$ cat src/ccp_pwm_cfg.svh
/*
  offsets, field positions, reset values and prescale counts of the
  capture/compare/pwm unit. assumes an 8-bit register port with 3 address bits.
*/
`ifndef CCP_PWM_CFG_SVH
`define CCP_PWM_CFG_SVH

// ----------------------------------------------------------------
// register offsets
// ----------------------------------------------------------------
`define OFS_UNIT_CONTROL   3'h0
`define OFS_DUTY_BUFFER    3'h1
`define OFS_DUTY_ACTIVE    3'h2
`define OFS_PERIOD         3'h3
`define OFS_TIMER_CONTROL  3'h4
`define OFS_TIMER_COUNT    3'h5
`define OFS_FLAGS          3'h6

// ----------------------------------------------------------------
// field positions and reset values
// ----------------------------------------------------------------
`define TCON_ON_BIT        2
`define FLAG_EVENT_BIT     0
`define FLAG_TIMER_BIT     1
`define RST_BYTE           8'h00

// ----------------------------------------------------------------
// prescale chain terminal counts in oscillator periods and capture prescaler counts in rises, minus one
// ----------------------------------------------------------------
`define PRE_WRAP_1         6'h03
`define PRE_WRAP_4         6'h0f
`define PRE_WRAP_16        6'h3f
`define CAP_WRAP_4         4'h3
`define CAP_WRAP_16        4'hf

`endif

$ cat src/ccp_pwm_pkg.sv
/*
  types of the capture/compare/pwm unit: mode codes, control layout and the
  module state record. assumes nothing of its surroundings.
*/
`default_nettype none
package ccp_pwm_pkg;

  // mode select codes of the control register
  typedef enum logic [3:0] {
    mode_off      = 4'h0,
    mode_cmp_tgl  = 4'h2,
    mode_cap_fall = 4'h4,
    mode_cap_rise = 4'h5,
    mode_cap_r4   = 4'h6,
    mode_cap_r16  = 4'h7,
    mode_cmp_set  = 4'h8,
    mode_cmp_clr  = 4'h9,
    mode_cmp_soft = 4'ha,
    mode_cmp_trig = 4'hb
  } unit_mode_e;

  // control register layout
  typedef struct packed {
    logic [1:0] unused;
    logic [1:0] duty_low_bits;
    logic [3:0] unit_mode_select;
  } unit_ctrl_s;

  // whole state of the unit
  typedef struct packed {
    unit_ctrl_s ctrl;          // unit_control_reg
    logic [7:0] duty_buf;      // duty_buffer_reg
    logic [7:0] duty_act;      // duty_active_latch
    logic [1:0] duty_hid;      // hidden low latch
    logic [7:0] period;        // period_register
    logic [2:0] tcon;          // period_timer_control
    logic [7:0] count;         // period_timer_count
    logic [5:0] chain;         // oscillator phase and prescaler
    logic       timer_flag;    // period_timer_flag
    logic       event_flag;    // unit_event_flag
    logic       pwm_q;         // pwm pin level
    logic       cmp_q;         // compare output latch
    logic [3:0] cap_cnt;       // capture edge prescaler
    logic [1:0] sync;          // capture pin synchroniser
    logic       cap_prev;      // previous synchronised level
    logic       cap_stb;       // capture pulse
    logic       t1_reset;      // special event timer reset pulse
    logic       adc_start;     // conversion start pulse
    logic [7:0] rdata;         // read data
  } unit_state_s;

endpackage : ccp_pwm_pkg

`default_nettype wire

$ cat src/ccp_standard_pwm.sv
/*
  capture/compare/pwm unit with standard pwm: period timer with prescaler,
  double buffered 10-bit duty, control register decode and a register port.
  assumes ref_clk is the oscillator, t1_match comes from the 16-bit timer
  comparator on the same clock, and the pin direction bit sits outside.
*/
// Chosen here: the address-and-strobe port and the address map.
// Contract
// - timer equals period: clear timer next increment
// - restart sets pin unless duty zero
// - buffered duty moves to latch at restart
// - period is (period+1) x4 x prescale
// - postscaler plays no part in pwm
// - duty is buffer byte with control bits 5:4
// - active latch read-only while pwm runs
// - latch plus hidden bits double buffer duty
// - time base is timer plus two low bits
// - time base equals duty latch clears pin
// - pulse width is duty x osc x prescale
// - cleared control register releases the pin
// - code 0000 off and resets unit state
// - 1010 flag only, 1011 special trigger
// - codes 11xx select standard pwm
`timescale 1ns/1ps
`default_nettype none
`include "ccp_pwm_cfg.svh"

module ccp_standard_pwm
  import ccp_pwm_pkg::*;
(
  input  wire logic       ref_clk,        // oscillator clock
  input  wire logic       nrst,           // async reset, active low
  input  wire logic       clk_en,         // freezes all state when low
  input  wire logic [2:0] addr,           // register address
  input  wire logic [7:0] wdata,          // write data
  input  wire logic       wr_stb,         // write strobe
  input  wire logic       rd_stb,         // read strobe
  output logic      [7:0] rdata,          // read data, cycle after strobe
  input  wire logic       capture_pin,    // pin level, asynchronous
  input  wire logic       t1_match,       // 16-bit compare match pulse
  input  wire logic       adc_enabled,    // converter is switched on
  output logic            pin_out,        // level driven on the pin
  output logic            pin_oe_n,       // low while the unit drives the pin
  output logic            capture_strobe, // one-cycle capture pulse
  output logic            t1_reset,       // one-cycle timer reset pulse
  output logic            adc_start       // one-cycle conversion start
);

  // ----------------------------------------------------------------
  // state and decode
  // ----------------------------------------------------------------
  unit_state_s s_reg;        // registered state
  unit_state_s s_next;       // next state
  logic [3:0]  mode;         // unit_mode_select
  logic        pwm_on;       // standard pwm selected
  logic        cap_on;       // any capture mode
  logic        timer_on;     // period_timer_on
  logic [5:0]  pre_wrap;     // prescale chain terminal count
  logic        tick;         // period timer increment cycle
  logic        restart;      // increment that closes a period
  logic [1:0]  low_bits;     // two low bits of the time base
  logic [9:0]  time_base;    // 10-bit time base
  logic [9:0]  duty_active;  // latched 10-bit duty
  logic [9:0]  duty_buffer;  // buffered 10-bit duty
  logic        rise;         // synchronised rising edge
  logic        fall;         // synchronised falling edge
  logic        cap_evt;      // capture condition met
  logic        claim;        // unit owns the pin
  logic [5:0]  chain_step;   // chain value after this edge
  logic [1:0]  low_next;     // low time base bits after this edge
  logic [9:0]  base_next;    // time base after this edge
  logic        event_set;    // hardware sets the event flag

  assign mode        = s_reg.ctrl.unit_mode_select;
  assign pwm_on      = (mode[3:2] == 2'b11);
  assign cap_on      = (mode[3:2] == 2'b01);
  assign timer_on    = s_reg.tcon[`TCON_ON_BIT];
  assign duty_active = {s_reg.duty_act, s_reg.duty_hid};
  assign duty_buffer = {s_reg.duty_buf, s_reg.ctrl.duty_low_bits};
  assign rise        = s_reg.sync[1] & ~s_reg.cap_prev;
  assign fall        = ~s_reg.sync[1] & s_reg.cap_prev;

  // ----------------------------------------------------------------
  // prescale chain: oscillator phase below instruction prescaler
  // ----------------------------------------------------------------
  // one chain serves all ratios, so the low time base bits always come
  // from the two chain bits just under the timer increment
  always_comb
  begin
    unique case (s_reg.tcon[1:0])
      2'b00:   pre_wrap = `PRE_WRAP_1;
      2'b01:   pre_wrap = `PRE_WRAP_4;
      default: pre_wrap = `PRE_WRAP_16;
    endcase
    unique case (s_reg.tcon[1:0])
      2'b00:   low_bits = s_reg.chain[1:0];                 // phase bits
      2'b01:   low_bits = s_reg.chain[3:2];
      default: low_bits = s_reg.chain[5:4];
    endcase
    unique case (s_reg.tcon[1:0])
      2'b00:   low_next = chain_step[1:0];
      2'b01:   low_next = chain_step[3:2];
      default: low_next = chain_step[5:4];
    endcase
  end

  // postscaler never enters here: the period ends on the match only
  assign tick      = timer_on & (s_reg.chain == pre_wrap);
  assign restart   = tick & (s_reg.count == s_reg.period);
  assign time_base = {s_reg.count, low_bits};
  assign claim     = pwm_on | (mode == mode_cmp_tgl) | (mode == mode_cmp_set) | (mode == mode_cmp_clr);
  assign chain_step = timer_on ? (tick ? 6'h00 : 6'(s_reg.chain + 6'h01)) : s_reg.chain;
  assign base_next  = {restart ? 8'h00 : (tick ? 8'(s_reg.count + 8'h01) : s_reg.count), low_next};
  assign event_set  = cap_evt | (t1_match & ~pwm_on & (mode[3] | (mode == mode_cmp_tgl)));

  // capture condition per code
  always_comb
  begin
    unique case (mode)
      mode_cap_fall: cap_evt = fall;
      mode_cap_rise: cap_evt = rise;
      mode_cap_r4:   cap_evt = rise & (s_reg.cap_cnt == `CAP_WRAP_4);
      mode_cap_r16:  cap_evt = rise & (s_reg.cap_cnt == `CAP_WRAP_16);
      default:       cap_evt = 1'b0;
    endcase
  end

  // ----------------------------------------------------------------
  // next state
  // ----------------------------------------------------------------
  always_comb
  begin
    s_next           = s_reg;
    s_next.cap_stb   = 1'b0;
    s_next.t1_reset  = 1'b0;
    s_next.adc_start = 1'b0;
    // synchroniser: only the second stage is looked at
    s_next.sync      = {s_reg.sync[0], capture_pin};
    s_next.cap_prev  = s_reg.sync[1];

    // prescale chain and period timer
    if (timer_on)
    begin
      s_next.chain = chain_step;
    end
    if (restart)
    begin
      s_next.count      = 8'h00;
      s_next.timer_flag = 1'b1;
      s_next.duty_act   = pwm_on ? s_reg.duty_buf : s_reg.duty_act;
      s_next.duty_hid   = pwm_on ? s_reg.ctrl.duty_low_bits : s_reg.duty_hid;
    end
    else if (tick)
    begin
      s_next.count = 8'(s_reg.count + 8'h01);
    end

    // pwm pin falls on the edge where the time base steps onto the duty, so it
    // is high for exactly duty steps; a duty beyond the period never matches
    if (pwm_on)
    begin
      if (restart)
      begin
        s_next.pwm_q = (duty_buffer != 10'h000);
      end
      else if (base_next == duty_active)
      begin
        s_next.pwm_q = 1'b0;
      end
    end
    else
    begin
      s_next.pwm_q = 1'b0;
    end

    // capture edge prescaler clears outside capture modes
    if (!cap_on)
    begin
      s_next.cap_cnt = 4'h0;
    end
    else if (cap_evt)
    begin
      s_next.cap_cnt = 4'h0;
    end
    else if (rise)
    begin
      s_next.cap_cnt = 4'(s_reg.cap_cnt + 4'h1);
    end
    if (cap_evt)
    begin
      s_next.cap_stb    = 1'b1;
      s_next.event_flag = 1'b1;
    end

    // compare actions on a match
    if (t1_match)
    begin
      unique case (mode)
        mode_cmp_tgl:
        begin
          s_next.cmp_q      = ~s_reg.cmp_q;
          s_next.event_flag = 1'b1;
        end
        mode_cmp_set:
        begin
          s_next.cmp_q      = 1'b1;
          s_next.event_flag = 1'b1;
        end
        mode_cmp_clr:
        begin
          s_next.cmp_q      = 1'b0;
          s_next.event_flag = 1'b1;
        end
        mode_cmp_soft:
        begin
          s_next.event_flag = 1'b1;
        end
        mode_cmp_trig:
        begin
          s_next.event_flag = 1'b1;
          s_next.t1_reset   = 1'b1;
          s_next.adc_start  = adc_enabled;
        end
        default:       s_next.cmp_q = s_reg.cmp_q;               // no pin action
      endcase
    end

    // off: compare latch, capture edge prescaler and hidden duty bits return to their idle values
    if (mode == mode_off)
    begin
      s_next.cmp_q    = 1'b0;
      s_next.cap_cnt  = 4'h0;
      s_next.duty_hid = 2'b00;
    end

    // register writes; hardware-set flags win over a clear
    if (wr_stb)
    begin
      unique case (addr)
        `OFS_UNIT_CONTROL:
        begin
          s_next.ctrl = unit_ctrl_s'({2'b00, wdata[5:0]});
          if (wdata[3:0] == mode_cmp_set)
          begin
            s_next.cmp_q = 1'b0;                                 // init low
          end
          if (wdata[3:0] == mode_cmp_clr)
          begin
            s_next.cmp_q = 1'b1;                                 // init high
          end
        end
        `OFS_DUTY_BUFFER:  s_next.duty_buf = wdata;              // any time
        `OFS_DUTY_ACTIVE:
        begin
          if (!pwm_on)
          begin
            s_next.duty_act = wdata;
          end
        end
        `OFS_PERIOD:        s_next.period = wdata;
        `OFS_TIMER_CONTROL: s_next.tcon   = wdata[2:0];
        `OFS_TIMER_COUNT:   s_next.count  = wdata;
        `OFS_FLAGS:
        begin
          s_next.timer_flag = wdata[`FLAG_TIMER_BIT] | restart;
          s_next.event_flag = wdata[`FLAG_EVENT_BIT] | event_set;
        end
        default:            ;                                    // unmapped: write ignored
      endcase
    end

    // read data for the cycle after the strobe, zero otherwise
    s_next.rdata = 8'h00;
    if (rd_stb)
    begin
      unique case (addr)
        `OFS_UNIT_CONTROL:  s_next.rdata = {2'b00, s_reg.ctrl.duty_low_bits, mode};
        `OFS_DUTY_BUFFER:   s_next.rdata = s_reg.duty_buf;
        `OFS_DUTY_ACTIVE:   s_next.rdata = s_reg.duty_act;
        `OFS_PERIOD:        s_next.rdata = s_reg.period;
        `OFS_TIMER_CONTROL: s_next.rdata = {5'h00, s_reg.tcon};
        `OFS_TIMER_COUNT:   s_next.rdata = s_reg.count;
        `OFS_FLAGS:         s_next.rdata = {6'h00, s_reg.timer_flag, s_reg.event_flag};
        default:            s_next.rdata = 8'h00;
      endcase
    end
  end

  // ----------------------------------------------------------------
  // state register
  // ----------------------------------------------------------------
  // reset brings every field to zero: unit off, pin released
  always_ff @(posedge ref_clk or negedge nrst)
  begin
    if (!nrst)
    begin
      s_reg <= '0;
    end
    else if (clk_en)
    begin
      s_reg <= s_next;
    end
  end

  // ----------------------------------------------------------------
  // outputs
  // ----------------------------------------------------------------
  // a cleared control register gives the pin back to the port
  assign pin_oe_n       = ~claim;
  assign pin_out        = pwm_on ? s_reg.pwm_q : (claim & s_reg.cmp_q);
  assign rdata          = s_reg.rdata;
  assign capture_strobe = s_reg.cap_stb;
  assign t1_reset       = s_reg.t1_reset;
  assign adc_start      = s_reg.adc_start;

  // ----------------------------------------------------------------
  // assertions
  // ----------------------------------------------------------------
  a_period_restart: assert property (@(posedge ref_clk) disable iff (!nrst)
    (clk_en && restart && !wr_stb) |=> (s_reg.count == 8'h00))
    else $error("period timer not cleared at period end");

  a_pin_set_restart: assert property (@(posedge ref_clk) disable iff (!nrst)
    (clk_en && restart && pwm_on && duty_buffer != 10'h000 && !wr_stb) |=> s_reg.pwm_q)
    else $error("pin not set at period restart");

  a_zero_duty_low: assert property (@(posedge ref_clk) disable iff (!nrst)
    (clk_en && restart && pwm_on && duty_buffer == 10'h000 && !wr_stb) |=> !s_reg.pwm_q)
    else $error("pin set with zero duty");

  a_duty_latch_move: assert property (@(posedge ref_clk) disable iff (!nrst)
    (clk_en && restart && pwm_on) |=> (duty_active == $past(duty_buffer)))
    else $error("duty not latched at restart");

  a_latch_read_only: assert property (@(posedge ref_clk) disable iff (!nrst)
    (clk_en && pwm_on && !restart && wr_stb && addr == `OFS_DUTY_ACTIVE) |=> $stable(s_reg.duty_act))
    else $error("active duty latch written in pwm mode");

  a_match_clears_pin: assert property (@(posedge ref_clk) disable iff (!nrst)
    (clk_en && pwm_on && !restart && base_next == duty_active && !wr_stb) |=> !pin_out)
    else $error("pin not cleared on time base match");

  a_off_releases_pin: assert property (@(posedge ref_clk) disable iff (!nrst)
    (s_reg.ctrl == unit_ctrl_s'(`RST_BYTE)) |-> (pin_oe_n && !pin_out))
    else $error("pin still driven with control cleared");

  a_off_resets_state: assert property (@(posedge ref_clk) disable iff (!nrst)
    (clk_en && mode == mode_off && !wr_stb) |=> (s_reg.cap_cnt == 4'h0 && !s_reg.cmp_q && s_reg.duty_hid == 2'b00))
    else $error("unit state not reset in off mode");

  a_control_readback: assert property (@(posedge ref_clk) disable iff (!nrst)
    (clk_en && rd_stb && addr == `OFS_UNIT_CONTROL) |=> (rdata[7:6] == 2'b00 && rdata[5:0] == $past(s_reg.ctrl[5:0])))
    else $error("control register read back wrong");

  a_special_trigger: assert property (@(posedge ref_clk) disable iff (!nrst)
    (clk_en && t1_match && mode == mode_cmp_trig && !wr_stb) |=> (t1_reset && adc_start == $past(adc_enabled) && pin_oe_n))
    else $error("special event trigger missing");

endmodule : ccp_standard_pwm

`default_nettype wire

$ cat config.mk
export PLATFORM = sky130hd
export DESIGN_NAME = ccp_standard_pwm
export DESIGN_NICKNAME = d
export VERILOG_FILES = /design/src/ccp_pwm_pkg.sv /design/src/ccp_standard_pwm.sv
export VERILOG_INCLUDE_DIRS = /design/src /design/src/src
export SDC_FILE = /design/constraint.sdc
export NUM_CORES = 1
export LEC_CHECK = 0
export ABC_AREA = 0
export BUFFER_PORTS_ARGS = -buffer_cell sky130_fd_sc_hd__buf_2
export CAP_MARGIN = 40
export CELL_PAD_IN_SITES_DETAIL_PLACEMENT = 0
export CELL_PAD_IN_SITES_GLOBAL_PLACEMENT = 1
export CORE_UTILIZATION = 43
export DETAILED_ROUTE_END_ITERATION = 8
export PLACE_DENSITY_LB_ADDON = 0.15
export SLEW_MARGIN = 20
export SYNTH_ARGS = -nofsm -noshare
export SYNTH_HDL_FRONTEND = slang
export SYNTH_SLANG_ARGS = --single-unit
$ cat constraint.sdc
create_clock -name ref_clk -period 2.2 [get_ports ref_clk]
set_clock_uncertainty 0.05 [all_clocks]
set_input_delay 0.11 -clock ref_clk [delete_from_list [all_inputs] [get_ports ref_clk]]
set_output_delay 0.11 -clock ref_clk [all_outputs]
set_load 0.01 [all_outputs]
# After elaboration in Yosys (flattened, before gate mapping)

Cells that the tools add are included.

$add $sub $neg: 3
Equal/unequal tests: 27
Multiplexer cells: 41
Bitwise operators: 21
Reduce and logical (&&, ||, !) cells: 15

Operators with widths:

| cell                                          | count |
|---|---|
| 2-to-1 mux 8 bit                              | 9 |
| one-hot mux 8 bit (7 select lines)            | 1 |
| == test 4 bit, second input constant          | 7 |
| == test 4 x 3 -> 1 bit, second input constant | 4 |
| AND reduction 3 bit                           | 5 |
| 2-to-1 mux 1 bit                              | 14 |
| 2-to-1 mux 2 bit                              | 6 |
| 2-to-1 mux 4 bit                              | 3 |
| 2-to-1 mux 6 bit                              | 2 |
| one-hot mux 6 bit (2 select lines)            | 1 |
| == test 10 bit                                | 1 |
| 2-to-1 mux 10 bit                             | 1 |
| nonzero test 10 bit                           | 1 |
| AND 1 bit                                     | 9 |
| == test 3 bit, second input constant          | 3 |
| adder 8 x 1 -> 8 bit, second input constant   | 1 |
| == test 4 x 2 -> 1 bit, second input constant | 2 |
| == test 8 bit                                 | 1 |
| OR 1 bit                                      | 7 |
| adder 6 x 1 -> 6 bit, second input constant   | 1 |
| == test 3 x 2 -> 1 bit, second input constant | 2 |
| == test 6 bit                                 | 1 |
| AND reduction 2 bit                           | 3 |
| 2-to-1 mux 5 bit                              | 1 |
| 15 further kinds                              | 21 |

Flip-flop bits (word level): 71
Input bits: 19
Output and inout bits: 13

# Longest topological paths before layout

Word-level depth: 11
Mapped depth: 9
Gate-level depth less buffers: 8

# Worst setup path after synthesis

No wires, ideal clock.

Kind: reg-to-reg
Start: reg s_reg[37] (netlist bit)
End: reg s_reg[19] (netlist bit)
Arrival: 1996 ps
Data required time: 2005 ps
Path slack: 9 ps
Stages on the path, launching flop included: 9
Period minus slack after synthesis: 2191 ps
Path through: dfrtp_1 > buf_6 > nor4_4 > o221ai_2 > nor3_1 > xor2_1 > mux2_2 > a41oi_1 > a41oi_1

Longest elaborated chain between the ends: 10
Elaborated cells between the ends (all ways): 16
Those cells by class: 4 x eq/ne; 8 x mux; 2 x bitwise; 2 x reduce/logical

RTL lines:

| element                                                     | line                    | text |
|---|---|---|
| from (decl)                                                 | ccp_standard_pwm.sv:52  | `unit_state_s s_reg;` |
| from (signal assigned)                                      | ccp_standard_pwm.sv:301 | `s_reg <= s_next;` |
| == test 2 x 1 -> 1 bit or logical NOT 2 bit (tied branches) | n/a                     |  |
| one-hot mux 6 bit (2 select lines)                          | ccp_standard_pwm.sv:90  | `unique case (s_reg.tcon[1:0])` |
| == test 6 bit                                               | ccp_standard_pwm.sv:108 | `assign tick = timer_on & (s_reg.chain == pre_wrap);` |
| AND 1 bit                                                   | ccp_standard_pwm.sv:108 |  |
| 2-to-1 mux 6 bit (2 in series)                              | ccp_standard_pwm.sv:112 | `assign chain_step = timer_on ? (tick ? 6'h00 : 6'(s_reg.chain + 6'h01)) : s_reg.chain;` |
| one-hot mux 2 bit (2 select lines)                          | ccp_standard_pwm.sv:100 | `unique case (s_reg.tcon[1:0])` |
| == test 10 bit                                              | ccp_standard_pwm.sv:166 | `else if (base_next == duty_active)` |
| != test 3 x 1 -> 1 bit (no line)                            | n/a                     |  |
| AND reduction 2 bit (no line)                               | n/a                     |  |

Several ways; a longest one is shown, not always the timed one.
A chain may end at the register's enable or synchronous reset.

# Worst setup path in the final report

Start: reg s_reg[32] (netlist bit)
End: reg s_reg, in the netlist duty_active[2]

Longest elaborated chain between the ends: 6

RTL lines:

| element               | line                    | text |
|---|---|---|
| == test 8 bit (*)     | ccp_standard_pwm.sv:109 | `assign restart = tick & (s_reg.count == s_reg.period);` |
| AND 1 bit (*)         | ccp_standard_pwm.sv:109 |  |
| 2-to-1 mux 10 bit (*) | ccp_standard_pwm.sv:146 | `if (restart)` |
| 2-to-1 mux 8 bit      | ccp_standard_pwm.sv:255 | `if (!pwm_on)` |
| 2-to-1 mux 8 bit      | ccp_standard_pwm.sv:239 | `unique case (addr)` |
| 2-to-1 mux 8 bit (*)  | ccp_standard_pwm.sv:237 | `if (wr_stb)` |

Mark *: on every way between the ends. The rest lies on a longest branch, timed or not. The select of a mux whose other input is x is not followed.

==> results by stage <==
Clock tree:
- TritonCTS built the clock tree.
- The later-pin clock latency in the skew report is 0.36 ns.
- Clock tree synthesis inserted a total of 9 buffers.
- The largest buffer count on any clock path is 2.
- The cell sitting at the root of the clock tree is a clkbuf_8.
- Counting every sink on the clock net gives 71.
- The H-tree was split into 3 levels.
- Clock-pin slew was measured on the worst setup and hold paths at roughly 0.080 ns.

Synthesis:
- The largest family of logic cells by synthesized area is compound AO/OA/AOI/OAI gates.
- The cell area that synthesis handed to floorplanning was roughly 4400 sq um.
- The library cell with the largest summed area after synthesis is dfrtp_1.
- By area the synthesized netlist is led by dfrtp_1 40%, mux2_2 9.9%, a21oi_1 2.8%.
- The share of the Yosys chip area taken by registers is 0.401.
- A synthesized cell averages about 9.6 sq um.
- The post-synthesis share of cell area spent on xor and xnor gates is 0.0376.
- The most common flop cell mapped by yosys is dfrtp_1.
- The mux share of post-synthesis cell area is 0.135.
- The number of enable-type register cells in the synthesized netlist is 0.
- Yosys printed 0 warnings.
- The synthesized-area fraction occupied by and/or/nand/nor cells is 0.166.
- The cell count after synthesis is approximately 460.
- The async set-or-reset flop fraction in the synthesized netlist is 1.00.
- The count of cell types in the netlist is 60.
- The share of the synthesized area in compound gates (AO/OA/AOI/OAI) is 0.193.
- The adder and majority cell fraction of the synthesized area is 0.00847.
- The top cell type's share of synthesized area is 0.401.
- Counting flops and latches in the post-synthesis netlist gives 71.
- The total nets after synthesis is 481.

Setup path:
- The critical path required time is 2.43 ns.
- The count of buffer and inverter cells on the critical path is 1.
- The cell class contributing the biggest share of worst-path delay is simple AND/OR/NAND/NOR gates.
- The cell type of the slowest stage on the worst timing path is dfrtp_1.
- The reg-to-reg startpoint is s_reg[32]$_DFFE_PN0P_.
- On the worst path, the slowest cell contributes a delay of between 0.4 and 0.5 ns.
- Traced cell by cell, the critical path runs through xor2_2, nor4_4, buf_4, nand2_4, or3_4, a21boi_4, nor2_1, a21oi_1.
- The worst setup path is captured at a register.
- The source of the critical timing path is s_reg[32]$_DFFE_PN0P_.
- The maximum fanout along the worst path is 8.
- The setup path with the least slack is of type reg -> reg.
- The startpoint kind of the worst setup timing path is a register.
- The critical path data arrival time is roughly 2.5 ns.

Cells and area:
- The area growth from synthesis to layout is 23.7%.
- The count of filler cells inserted in the layout is 894.
- In the final layout, the share of cells above drive strength 1 is 0.361.
- The register with the most flip-flops in the layout has 34 of them.
- After routing the design area is 5480 sq um.
- For this run, the post-layout net count is ~550.
- 0 antenna diodes ended up in the layout.
- The final instance count without filler cells is 668.

Placement:
- Port buffering added 31 buffers.
- The count of placed standard cells including taps is between 600 and 700.
- The wire-length estimate of the detail-placed layout is just over 9000 microns.
- The final estimated routing congestion in global placement is slightly below 0.9.
- Summing all placed instances gives a cell area of around 5000 sq um.

Timing:
- The worst pin sits at a relative slew slack of 0.633.
- The number of max-slew violations in the final report is 0.
- The least setup slack across all paths after layout is -0.0459 ns.
- The maximum operating frequency is 445 MHz.
- The number of setup violations in the final report is 7.
- The total negative setup slack is -0.118 ns.
- The shortest clock period the worst path allows after layout is around 2.2 ns.
- Dividing the final minimum period by the clock period gives 1.02.
- Setup repair after global routing could not meet its margin everywhere.
- The minimum hold slack is between 0.03 and 0.04 ns.
- The final hold violation count is 0.
- At the pin with the least slew margin, the transition time is around 0.55 ns.

Power:
- The total power is around 5 mW.
- The share of total power dissipated in sequential elements is 0.374.
- For this design the total switching power over the nets is about 1.8 mW.
- IR analysis of the VDD net gives a maximum drop of 0.533 mV.
- Of the total power, combinational logic draws 0.387.
- The cell leakage power is 2.36 nW.
- Of the total power, the share spent switching nets is 0.355.
- Of the total power, the clock network draws 0.239.
- For this design the ratio of total power to cell area is between 900 and 1000 nW/um^2.
- The internal power of the cells totals ~3.2 mW.

Floorplan:
- The die covers about 11000 sq um.
- The core region is between 9000 and 10000 sq um.
- For this configuration, the core starts out at a cell density of 0.449.
- In this run the vertical extent of the chip is 103 microns.
- Pin placement for this block handled 32 I/O pins.
- From left edge to right edge, the die measures about 100 microns.
- The row count is 36.

Global routing:
- The number of antenna violations at the first check in global routing is 0.
- The via count of the first global-routing pass came to 3626.
- The first global-routing pass estimated between 15000 and 20000 microns of wire.
- The total overflow reported by the global router is 0.
- The pin count of the biggest net entering global routing is 42.
- The global-route usage over all layers is 0.253.

Routing:
- The detailed router placed ~3800 vias in this run.
- Dividing the detail-routed wire length by the instance count gives around 19 microns.
- For this run, design rule violations remaining after detail routing come to 0.
- Dividing the detail-routed via count by the number of cells gives 5.71.
- In this run, the number of DRC markers left after iteration 0 of detailed routing was about 160.
- The number of nets still failing antenna checks after routing is 0.
- The routed wire length is between 10000 and 15000 microns.
- The iteration count of the initial detailed-routing pass is 5.

Min path:
- In this run the worst hold path is classified as in -> reg.
- The hold path startpoint is wdata[7].

Job:
- The reported max-cap violation count is 0.

Run status:
- The flow ran to the end, but the final reports show violations.
- The final reports fail on negative setup slack.
cell usage in the layout, fill, tap and decap left out, types with 5 or more instances in the layout:
cell and count:
buf_2 30, o22ai_1 16, buf_4 67, nor2b_1 9, and3_1 6, nand2b_1 6, nand4_1 7, o21a_1 5
nand2_1 32, xor2_1 11, mux2i_1 7, dfrtp_1 69, a22oi_1 7, xnor2_1 6, clkbuf_8 10, nor3_1 6
nor2_1 30, a22o_1 9, inv_1 11, o21ai_0 21, nand3_1 14, mux2_2 38, a21oi_1 23
power groups by stage:
stage / registers [mW] / logic (mW) / clock network, mW
after CTS: 1.85 / 1.85 / 1.21
final: 1.86 / 1.92 / 1.19
after global routing: 1.89 / 2.11 / 1.26
after global placement: 1.86 / 1.78 / 0
after floorplan: 1.78 / 1.22 / 0
after detailed placement: 1.87 / 1.80 / 0
cell type report:
cell class | instances | area, sq um | share of cell area
inverters | 11 | 41.3 | 0.00754
repair buffers | 103 | 717 | 0.131
clock buffers | 10 | 138 | 0.0251
flip-flops and latches | 71 | 1780 | 0.325
well taps | 133 | 166 | 0.0304
multi-input cells | 335 | 2550 | 0.466
clock inverters | 5 | 82.6 | 0.0151
Yosys cell counts, types with 3 or more instances:
cell,instances
mux2i_1,7
buf_4,8
nor2_1,32
a21oi_1,25
buf_6,3
o22ai_1,17
xnor2_1,7
nor2b_1,9
nand3_1,14
a41oi_1,4
a22oi_1,9
clkbuf_1,23
nor3_1,8
o21ai_1,3
buf_2,7
nor4_1,5
o21ai_0,25
dfrtp_1,71
or3_1,5
nand4_1,7
nand2_1,32
and3_1,6
ha_1,3
mux4_2,4
o21a_1,5
xor2_1,12
inv_1,11
mux2_2,39
a22o_1,9
nand2b_1,6
nor4_4,3
cell families after synthesis:
| kind of cell | Yosys count |
|---|---|
| compound gates | 125 |
| xor+xnor | 19 |
| fa+ha+maj | 3 |
| buf+inv | 53 |
| flops | 71 |
| mux | 50 |
| simple gates | 138 |
worst register-to-register path, cell delays in order, from the launching register on:
cell,delay (ns)
dfrtp_1,0.42
xor2_2,0.20
nor4_4,0.34
buf_4,0.18
nand2_4,0.04
or3_4,0.40
a21boi_4,0.31
nor2_1,0.09
a21oi_1,0.14
metrics by stage:
step	worst slack, ns	util
finish	-0.0459	0.555
global route	-0.196	0.555
CTS	-0.00607	0.541
detailed placement	-0.126	0.506
global placement	-0.0821	0.506
floorplan	0.00942	-
metal layers:
metal	vias to the layer above	GRT usage	share of wire
met1	1876	0.367	0.47
met4	0	0.0834	0.018
li1	1832	-	-
met3	18	0.0390	0.048
met2	86	0.386	0.46
met5	-	0	0
final timing paths:
check	to	slack [ns]	cells past startpoint
setup / recovery	duty_active[2]$_DFFE_PN0P_	-0.05	8
hold / removal	duty_buffer[9]$_DFFE_PN0P_	0.03	2
setup reg to reg	duty_active[2]$_DFFE_PN0P_	-0.05	8
hold reg to reg	capture_strobe$_DFFE_PN0P_	0.46	1
max in group asynchronous	t1_reset$_DFFE_PN0P_	1.21	3
min in group asynchronous	s_reg[25]$_DFFE_PN0P_	0.23	2
timing repair:
| item | CTS | global route |
|---|---|---|
| resized for setup | 14 | 25 |
| pin swaps | 10 | 20 |
| endpoints found under the setup margin | 10 | 16 |
| hold buffers | 3 | 0 |
| hold endpoints to repair | 41 | 0 |
| buffers inserted | 3 | 5 |
Power figures use the tool's default switching activity.
